<file path="src/design/strobe_xlate_pkg.sv">
// ============================================================
// Shared constants and types for the strobe width translator.
// ============================================================
package strobe_xlate_pkg;

    // Logical address width and external data width.
    localparam int ADDR_W = 24;
    localparam int DATA_W = 32;
    // Byte-granular physical address, two bits below pin A0.
    localparam int PHYS_W = ADDR_W + 2;
    // Number of byte strobe lines in a strobe group.
    localparam int LANES = 4;
    // Width of the wait-state field of a strobe space.
    localparam int WAIT_W = 4;
    // Logical address bit that picks the secondary strobe space.
    localparam int SPACE_BIT = 20;
    // Cycles of the two-stage read data synchroniser.
    localparam logic [1:0] SYNC_CYC = 2'h2;
    // Byte width exponents (0 = byte, 1 = halfword, 2 = word).
    localparam logic [1:0] EXP_8 = 2'h0;
    localparam logic [1:0] EXP_16 = 2'h1;
    localparam logic [1:0] EXP_32 = 2'h2;
    // Byte lane patterns for a one, two and four byte beat.
    localparam logic [3:0] LANE_1 = 4'h1;
    localparam logic [3:0] LANE_2 = 4'h3;
    localparam logic [3:0] LANE_4 = 4'hF;
    // Data masks for a one, two and four byte value.
    localparam logic [31:0] MASK_8 = 32'h000000FF;
    localparam logic [31:0] MASK_16 = 32'h0000FFFF;
    localparam logic [31:0] MASK_32 = 32'hFFFFFFFF;
    // All strobes released (active low).
    localparam logic [3:0] STROBE_IDLE = 4'hF;

    // Encoding of the data size and memory width fields.
    typedef enum logic [1:0] {
        SIZE_8 = 2'b00,
        SIZE_16 = 2'b01,
        SIZE_32 = 2'b11
    } xfer_size_t;

    // Settings of one strobe space.
    typedef struct packed {
        xfer_size_t data_size;
        xfer_size_t mem_width;
        logic [WAIT_W-1:0] wait_states;
    } space_cfg_t;

    // One access as issued by the processor core.
    typedef struct packed {
        logic [ADDR_W-1:0] addr;
        logic write;
        logic [DATA_W-1:0] wdata;
    } access_req_t;

    // Controller states.
    typedef enum logic [1:0] {
        ST_IDLE = 2'b00,
        ST_STROBE = 2'b01,
        ST_SETTLE = 2'b10
    } xlate_state_t;

endpackage

</file>
<file path="src/design/strobe_width_address_translator.sv">
`timescale 1ns/1ns
// Function
// 8-bit size keeps only the low byte
// Byte to 16-bit memory: address bit zero picks lane
// 16-bit memory address starts at pin A-1
// 32-bit memory: no shift, A0 is word bit
// Translation and packing follow space size and width
// Shared mode ANDs both groups onto primary lines
// Shared mode only when shared select bit set
// Logical address range picks the governing space
// Each space sets its own lanes and cycles
// 16-bit data to 32-bit memory: shift one
// 8-bit data to 32-bit memory: shift two
// Odd halfword on 32-bit memory: upper lanes only
// 32-bit access to 32-bit memory: all lanes once
// Insert programmed wait states in every bus cycle
// Narrow memory turns upper strobes into low address
// Size over width splits into consecutive cycles
// Unselected byte strobes stay released all cycle
module strobe_width_address_translator (
    // Clock and reset.
    input wire logic clk_in,
    input wire logic rst_n_in,
    // Access request from the core, same clock domain.
    input wire logic req_valid_in,
    input wire strobe_xlate_pkg::access_req_t req_in,
    output logic req_ready_out,
    output logic done_out,
    output logic [strobe_xlate_pkg::DATA_W-1:0] rdata_out,
    // Strobe space settings.
    input wire logic shared_strobe_select_in,
    input wire strobe_xlate_pkg::space_cfg_t primary_cfg_in,
    input wire strobe_xlate_pkg::space_cfg_t secondary_cfg_in,
    // External memory pins.
    output logic [strobe_xlate_pkg::ADDR_W-1:0] addr_out,
    output logic [strobe_xlate_pkg::LANES-1:0] primary_strobe_group_n_out,
    output logic [strobe_xlate_pkg::LANES-1:0] secondary_strobe_group_n_out,
    output logic write_n_out,
    output logic [strobe_xlate_pkg::DATA_W-1:0] data_out,
    output logic data_oe_out,
    input wire logic [strobe_xlate_pkg::DATA_W-1:0] data_in
);

    // ========================================================
    // Helpers
    // ========================================================

    // Turns a size or width field into a byte exponent; the
    // unused code is treated as a full word.
    function automatic logic [1:0] size_exp(input logic [1:0] f);
        logic [1:0] e;
        e = strobe_xlate_pkg::EXP_32;
        if (f == strobe_xlate_pkg::SIZE_8) begin
            e = strobe_xlate_pkg::EXP_8;
        end else if (f == strobe_xlate_pkg::SIZE_16) begin
            e = strobe_xlate_pkg::EXP_16;
        end
        return e;
    endfunction

    // ========================================================
    // State
    // ========================================================

    strobe_xlate_pkg::xlate_state_t state, next_state;
    // Latched logical address, direction and truncated data.
    logic [strobe_xlate_pkg::ADDR_W-1:0] laddr, next_laddr;
    logic wr, next_wr;
    logic [strobe_xlate_pkg::DATA_W-1:0] wbuf, next_wbuf;
    // Settings of the space that owns the current access.
    strobe_xlate_pkg::space_cfg_t cfg, next_cfg;
    logic secondary, next_secondary;
    logic shared, next_shared;
    // Beat index, wait counter and settle counter.
    logic [1:0] beat, next_beat;
    logic [strobe_xlate_pkg::WAIT_W-1:0] wcnt, next_wcnt;
    logic [1:0] scnt, next_scnt;
    // Read data being gathered from the beats.
    logic [strobe_xlate_pkg::DATA_W-1:0] acc, next_acc;
    // Registered outputs.
    logic next_ready, next_done;
    logic [strobe_xlate_pkg::DATA_W-1:0] next_rdata;
    logic [strobe_xlate_pkg::ADDR_W-1:0] next_addr;
    logic [3:0] next_prim_n, next_sec_n;
    logic next_write_n, next_oe;
    logic [strobe_xlate_pkg::DATA_W-1:0] next_data;
    // Read data synchroniser; the first stage feeds only the second.
    logic [strobe_xlate_pkg::DATA_W-1:0] data_meta, data_sync;

    // ========================================================
    // Beat decode
    // ========================================================

    // Exponents, beat count and physical placement of a beat.
    logic [1:0] sexp, wexp, bexp, lane_off, last_beat;
    logic [strobe_xlate_pkg::PHYS_W-1:0] baddr;
    logic [3:0] lanes, space_n;
    logic [4:0] src_sh, dst_sh;
    logic [strobe_xlate_pkg::DATA_W-1:0] bmask, piece;

    // Works out address pins, strobes and data lanes of the
    // current beat from the latched access.
    always_comb begin
        sexp = size_exp(cfg.data_size);
        wexp = size_exp(cfg.mem_width);
        // A beat is never wider than the memory.
        bexp = (sexp < wexp) ? sexp : wexp;
        // Byte address: logical address scaled by the data size
        // plus the beat offset in memory-width units.
        baddr = strobe_xlate_pkg::PHYS_W'(
            {2'h0, laddr} << sexp)
            + strobe_xlate_pkg::PHYS_W'(
            {{(strobe_xlate_pkg::PHYS_W-2){1'b0}}, beat}
            << wexp);
        // Size over width needs 2^(sexp-wexp) beats.
        last_beat = (sexp > wexp)
            ? 2'((3'h1 << (sexp - wexp)) - 3'h1) : 2'h0;
        // Byte lane within the memory word.
        lane_off = baddr[1:0] & 2'((3'h1 << wexp) - 3'h1);
        unique case (bexp)
            strobe_xlate_pkg::EXP_8: begin
                lanes = strobe_xlate_pkg::LANE_1;
                bmask = strobe_xlate_pkg::MASK_8;
            end
            strobe_xlate_pkg::EXP_16: begin
                lanes = strobe_xlate_pkg::LANE_2;
                bmask = strobe_xlate_pkg::MASK_16;
            end
            default: begin
                lanes = strobe_xlate_pkg::LANE_4;
                bmask = strobe_xlate_pkg::MASK_32;
            end
        endcase
        // Odd halfword lands on the upper lanes, a byte on the lane
        // of its offset in the memory word; all others stay released.
        lanes = 4'(lanes << lane_off);
        space_n = ~lanes;
        // Narrow memories borrow the upper strobes as address.
        if (wexp == strobe_xlate_pkg::EXP_16) begin
            space_n[3] = baddr[1];
            space_n[2] = 1'b1;
        end else if (wexp == strobe_xlate_pkg::EXP_8) begin
            space_n[3] = baddr[1];
            space_n[2] = baddr[0];
            space_n[1] = 1'b1;
        end
        // Shifts that move a beat between word and lane position.
        src_sh = 5'({beat, 3'h0} << wexp);
        dst_sh = {lane_off, 3'h0};
        piece = (data_sync >> dst_sh) & bmask;
    end

    // ========================================================
    // Controller
    // ========================================================

    // Accepts an access, runs each beat for one plus the wait
    // states, then lets the read data cross the synchroniser
    // before the next beat or the end of the access.
    always_comb begin
        next_state = state;
        next_laddr = laddr;
        next_wr = wr;
        next_wbuf = wbuf;
        next_cfg = cfg;
        next_secondary = secondary;
        next_shared = shared;
        next_beat = beat;
        next_wcnt = wcnt;
        next_scnt = scnt;
        next_acc = acc;
        next_done = 1'b0;
        next_rdata = rdata_out;
        unique case (state)
            strobe_xlate_pkg::ST_IDLE: begin
                if (req_valid_in) begin
                    next_laddr = req_in.addr;
                    next_wr = req_in.write;
                    // The address range picks the space.
                    next_secondary =
                        req_in.addr[strobe_xlate_pkg::SPACE_BIT];
                    next_cfg = next_secondary
                        ? secondary_cfg_in : primary_cfg_in;
                    next_shared = shared_strobe_select_in;
                    // Keep only the bits of the configured size.
                    unique case (size_exp(next_cfg.data_size))
                        strobe_xlate_pkg::EXP_8: begin
                            next_wbuf = req_in.wdata
                                & strobe_xlate_pkg::MASK_8;
                        end
                        strobe_xlate_pkg::EXP_16: begin
                            next_wbuf = req_in.wdata
                                & strobe_xlate_pkg::MASK_16;
                        end
                        default: begin
                            next_wbuf = req_in.wdata;
                        end
                    endcase
                    next_beat = 2'h0;
                    next_wcnt = next_cfg.wait_states;
                    next_acc = '0;
                    next_state = strobe_xlate_pkg::ST_STROBE;
                end
            end
            strobe_xlate_pkg::ST_STROBE: begin
                // Hold the strobe through the wait states.
                if (wcnt == '0) begin
                    next_scnt = 2'h0;
                    next_state = strobe_xlate_pkg::ST_SETTLE;
                end else begin
                    next_wcnt = wcnt - 1'b1;
                end
            end
            strobe_xlate_pkg::ST_SETTLE: begin
                if (scnt == strobe_xlate_pkg::SYNC_CYC) begin
                    // Unpack this beat into its place in the word.
                    next_acc = acc | (piece << src_sh);
                    if (beat == last_beat) begin
                        next_done = 1'b1;
                        next_rdata = next_acc;
                        next_state = strobe_xlate_pkg::ST_IDLE;
                    end else begin
                        next_beat = beat + 1'b1;
                        next_wcnt = cfg.wait_states;
                        next_state = strobe_xlate_pkg::ST_STROBE;
                    end
                end else begin
                    next_scnt = scnt + 1'b1;
                end
            end
            default: begin
                next_state = strobe_xlate_pkg::ST_IDLE;
            end
        endcase
        next_ready = (next_state == strobe_xlate_pkg::ST_IDLE);
    end

    // ========================================================
    // Pin drive
    // ========================================================

    // Pins follow the controller one cycle later, so the strobe
    // window also covers the first settle cycle and the write
    // data is still held there after the strobe edge.
    always_comb begin
        next_addr = baddr[strobe_xlate_pkg::PHYS_W-1:2];
        next_prim_n = strobe_xlate_pkg::STROBE_IDLE;
        next_sec_n = strobe_xlate_pkg::STROBE_IDLE;
        if (state == strobe_xlate_pkg::ST_STROBE) begin
            if (secondary) begin
                next_sec_n = space_n;
            end else begin
                next_prim_n = space_n;
            end
        end
        // Shared mode: both groups merge onto the primary lines,
        // the idle group contributing all ones.
        if (shared) begin
            next_prim_n = next_prim_n & next_sec_n;
            next_sec_n = strobe_xlate_pkg::STROBE_IDLE;
        end
        next_write_n = !(wr && state != strobe_xlate_pkg::ST_IDLE);
        next_oe = wr && state != strobe_xlate_pkg::ST_IDLE;
        // Pack the beat's bytes onto the selected lanes.
        next_data = (wbuf >> src_sh) << dst_sh;
    end

    // ========================================================
    // Registers
    // ========================================================

    // Registers every state value and every output.
    always_ff @(posedge clk_in or negedge rst_n_in) begin
        if (!rst_n_in) begin
            state <= strobe_xlate_pkg::ST_IDLE;
            laddr <= '0;
            wr <= 1'b0;
            wbuf <= '0;
            cfg <= '0;
            secondary <= 1'b0;
            shared <= 1'b0;
            beat <= 2'h0;
            wcnt <= '0;
            scnt <= 2'h0;
            acc <= '0;
            data_meta <= '0;
            data_sync <= '0;
            req_ready_out <= 1'b1;
            done_out <= 1'b0;
            rdata_out <= '0;
            addr_out <= '0;
            primary_strobe_group_n_out <= strobe_xlate_pkg::STROBE_IDLE;
            secondary_strobe_group_n_out <= strobe_xlate_pkg::STROBE_IDLE;
            write_n_out <= 1'b1;
            data_out <= '0;
            data_oe_out <= 1'b0;
        end else begin
            state <= next_state;
            laddr <= next_laddr;
            wr <= next_wr;
            wbuf <= next_wbuf;
            cfg <= next_cfg;
            secondary <= next_secondary;
            shared <= next_shared;
            beat <= next_beat;
            wcnt <= next_wcnt;
            scnt <= next_scnt;
            acc <= next_acc;
            data_meta <= data_in;
            data_sync <= data_meta;
            req_ready_out <= next_ready;
            done_out <= next_done;
            rdata_out <= next_rdata;
            addr_out <= next_addr;
            primary_strobe_group_n_out <= next_prim_n;
            secondary_strobe_group_n_out <= next_sec_n;
            write_n_out <= next_write_n;
            data_out <= next_data;
            data_oe_out <= next_oe;
        end
    end

endmodule

</file>
<file path="config.mk">
export PLATFORM = sky130hd
export DESIGN_NAME = strobe_width_address_translator
export DESIGN_NICKNAME = d
export VERILOG_FILES = /design/src/design/strobe_xlate_pkg.sv /design/src/design/strobe_width_address_translator.sv
export SDC_FILE = /design/constraint.sdc
export NUM_CORES = 1
export LEC_CHECK = 0
export BUFFER_PORTS_ARGS = -buffer_cell sky130_fd_sc_hd__buf_2
export CORE_UTILIZATION = 35
export DETAILED_ROUTE_END_ITERATION = 10
export HOLD_SLACK_MARGIN = 0.03
export SYNTH_ARGS = -nofsm -noshare
export SYNTH_HDL_FRONTEND = slang
export SYNTH_SLANG_ARGS = --single-unit
</file>
<file path="constraint.sdc">
create_clock -name clk_in -period 3.84 [get_ports clk_in]
set_input_delay 0.192 -clock clk_in [delete_from_list [all_inputs] [get_ports clk_in]]
set_output_delay 0.192 -clock clk_in [all_outputs]
set_load 0.03 [all_outputs]
</file>
==> metrics.yaml <==
outcome: "completed"
tns_ps: 0
whs_endpoint: "cfg[4]"
start_kind: "register"
clkPwrFrac_pct: 23.2
route.detailed.drc: 0
cts_root_buffer: "clkbuf_16"
async_flop_share_pct: 100
pwr-share-seq_pct: 32.9
grt_pass1_vias: 9890
grt_max_degree: 113
antenna_left: 0
grt_use_total_pct: 19.6
postPlaceCellArea_um2: 14100
synth.avg_cell_area_um2: 11.1
first_pass_iters: 5
setup_viol: 0
finalNetCount: 1557
r2r-end: "acc[15]"
drive_gt1_share_pct: 25.3
fin_crit_sh_pct: 89.9
syn_inst: 1132
ys_seq_area_share_pct: 54.4
post_cts_buffers: 0
row_count: 68
wl_mm: 35.5
power_density_nw_per_um2: 805
grt_pass1_wl_mm: 56.3
ys_ff_latch: 272
synth_area_um2: 12500
initial_utilization_pct: 35.9
nFillCells: 3274
rrSetupSlack_ps: 390
antenna_found_initial: 0
fin_util_pct: 46.4
fmax_mhz: 290
critPathCaptureType: "register"
crit_fanout: 24
synth_edf_count: 0
most-common-layout-cells: "dfrtp_1 (260), buf_2 (207), mux2i_1 (104)"
port_buffers: 208
syn_to_final_growth_pct: 29.0
min_from: "secondary_cfg_in[4]"
fp.dieW_um: 191
sw_frac_of_total_pct: 40.9
cts_htree_levels: 1
clkSinkCount: 272
cts_tree: "built"
core_um2: 34900
crit_type: "reg -> reg"
diodes: 0
maxSlewViolCount: 0
synth_ff_type: "dfrtp_1"
min_period_ps: 3450
crit_required_ps: 4270
cts_buffers: 30
crit_arrival_ps: 3880
clk_pin_slew_ps: 60
holdPathStages: 3
place.gp.congestion: 0.887
maxCapViolCount: 0
syn_nets: 1257
io_pins: 209
fin_skew_ps: 23.8
finalHoldViolCount: 0
worst_slew_pin_slew_ps: 1030
vias: 9875
dieArea_um2: 36600
clk_latency_ps: 570
design_area_um2: 16200
drt_iter0_markers: 640
clockBufferDepth: 3
rsz0062_at_grt: "no"
grt_overflow: 0
power.switching_mw: 5.32
internal_power_mw: 7.70
routedWlPerCell_um: 18.6
final_common_cell: "dfrtp_1"
ys_warn_count: 0
vias_per_cell: 5.18
combPwrFrac_pct: 44.0
dp_hpwl_mm: 24.8
leakagePower_nw: 7.63
timing.rr.start: "cfg[7]"
ir_worst_vdd_mv: 0.631
die_h_um: 191
synth_cell_types: 66
worstHoldPathType: "in -> reg"
max_slew_margin_pct: 31.1
reg2regPathDepth: 11
[worst max-delay path by stage]
| stage | end | depth (start not counted) | slack, ps | startpoint |
|---|---|---|---|---|
| finish | acc[15] | 11 | 390 | cfg[7] |
| global route | acc[15] | 13 | 200 | cfg[5] |
| CTS | acc[15] | 11 | 480 | cfg[7] |
| detailed placement | acc[20] | 10 | 540 | cfg[7] |
| global placement | rdata_out[24] | 13 | 590 | cfg[5] |
| floorplan | rdata_out[26] | 14 | 210 | cfg[6] |
[state kept, by name (all words and copies together) (netlist names), 2 cells and up]
register                      flops
addr_out                         24
primary_strobe_group_n_out        4
secondary_strobe_group_n_out      4
wbuf                             32
state                             2
rdata_out                        32
data_sync                        32
laddr                            24
data_meta                        32
cfg                               8
data_out                         32
scnt                              2
beat                              2
acc                              32
wcnt                              4
[repair_timing]
action / CTS / global route
resized for setup: 0 / 0
hold endpoints to repair: 179 / 0
hold buffers: 101 / 0
[power groups by stage]
stage	Sequential [mW]	Clock (mW)	Combinational, mW
floorplan	4.82	0	3.46
global placement	4.30	0	5.58
detailed placement	4.31	0	5.63
CTS	4.27	3.09	5.73
global route	4.38	3.21	6.27
finish	4.28	3.02	5.72
[logic make-up after synthesis]
| kind of cell | count (synthesis) | synth area share, % |
|---|---|---|
| AO/OA/AOI/OAI | 323 | 17.5 |
| multiplexers | 142 | 11.7 |
| buffers and inverters | 99 | 3.39 |
| adder cells (fa/ha/maj) | 16 | 1.66 |
| other | 1 | 0.0299 |
| flip-flops | 272 | 54.4 |
| AND/OR/NAND/NOR | 253 | 9.50 |
| XOR/XNOR | 26 | 1.82 |
[synth_stat cells, types with 11 or more instances]
cell	count	share of area, %
nand3_1	15	0.60
dfrtp_1	262	52
buf_2	31	1.2
inv_1	25	0.75
mux2_2	38	3.4
o21ai_0	82	3.3
ha_1	15	1.5
nor3_1	21	0.84
a21o_1	11	0.66
xnor2_1	12	0.84
xor2_1	14	0.98
o21a_1	11	0.66
nor2b_1	19	0.95
clkbuf_1	29	0.87
nand2_1	100	3.0
o22ai_1	16	0.80
o2bb2ai_1	11	0.77
nor2_1	57	1.7
mux2i_1	104	8.3
a22o_1	35	2.4
a21oi_1	61	2.4
[cell type report]
type	count	area [µm²]	area share [%]
well taps	455	569	3.52
repair buffers	339	2310	14.3
clock buffers	40	858	5.31
clock inverters	13	188	1.16
flip-flops and latches	272	6820	42.2
inverters	28	105	0.650
multi-input cells	761	5320	32.9
[per-layer routing]
layer | up-vias | track usage [%] | routed length, µm
met1 | 4820 | 27.8 | 16500
met2 | 343 | 31.2 | 16200
met5 | - | 0 | 0
li1 | 4677 | - | -
met3 | 35 | 3.43 | 2050
met4 | 0 | 4.24 | 671
[worst max-delay path: stages, from the launching register on]
cell and delay (ps):
dfrtp_2 490, nor3b_1 280, ha_1 230, inv_1 50, fa_1 520, buf_4 270
nor2b_2 90, buf_4 210, o32ai_1 580, a21oi_1 120, a21oi_1 310, o21ai_0 130
[stage by stage]
step	cells	total power [mW]	hold WS, ps	worst slack [ps]
floorplan	1132	8.28	-104	209
global placement	1754	9.88	247	593
detailed placement	1754	9.94	249	538
CTS	1908	13.1	30.2	480
global route	1908	13.9	56.0	199
finish	1908	13.0	22.8	386
Note: power is estimated with default switching activity, not from simulation.
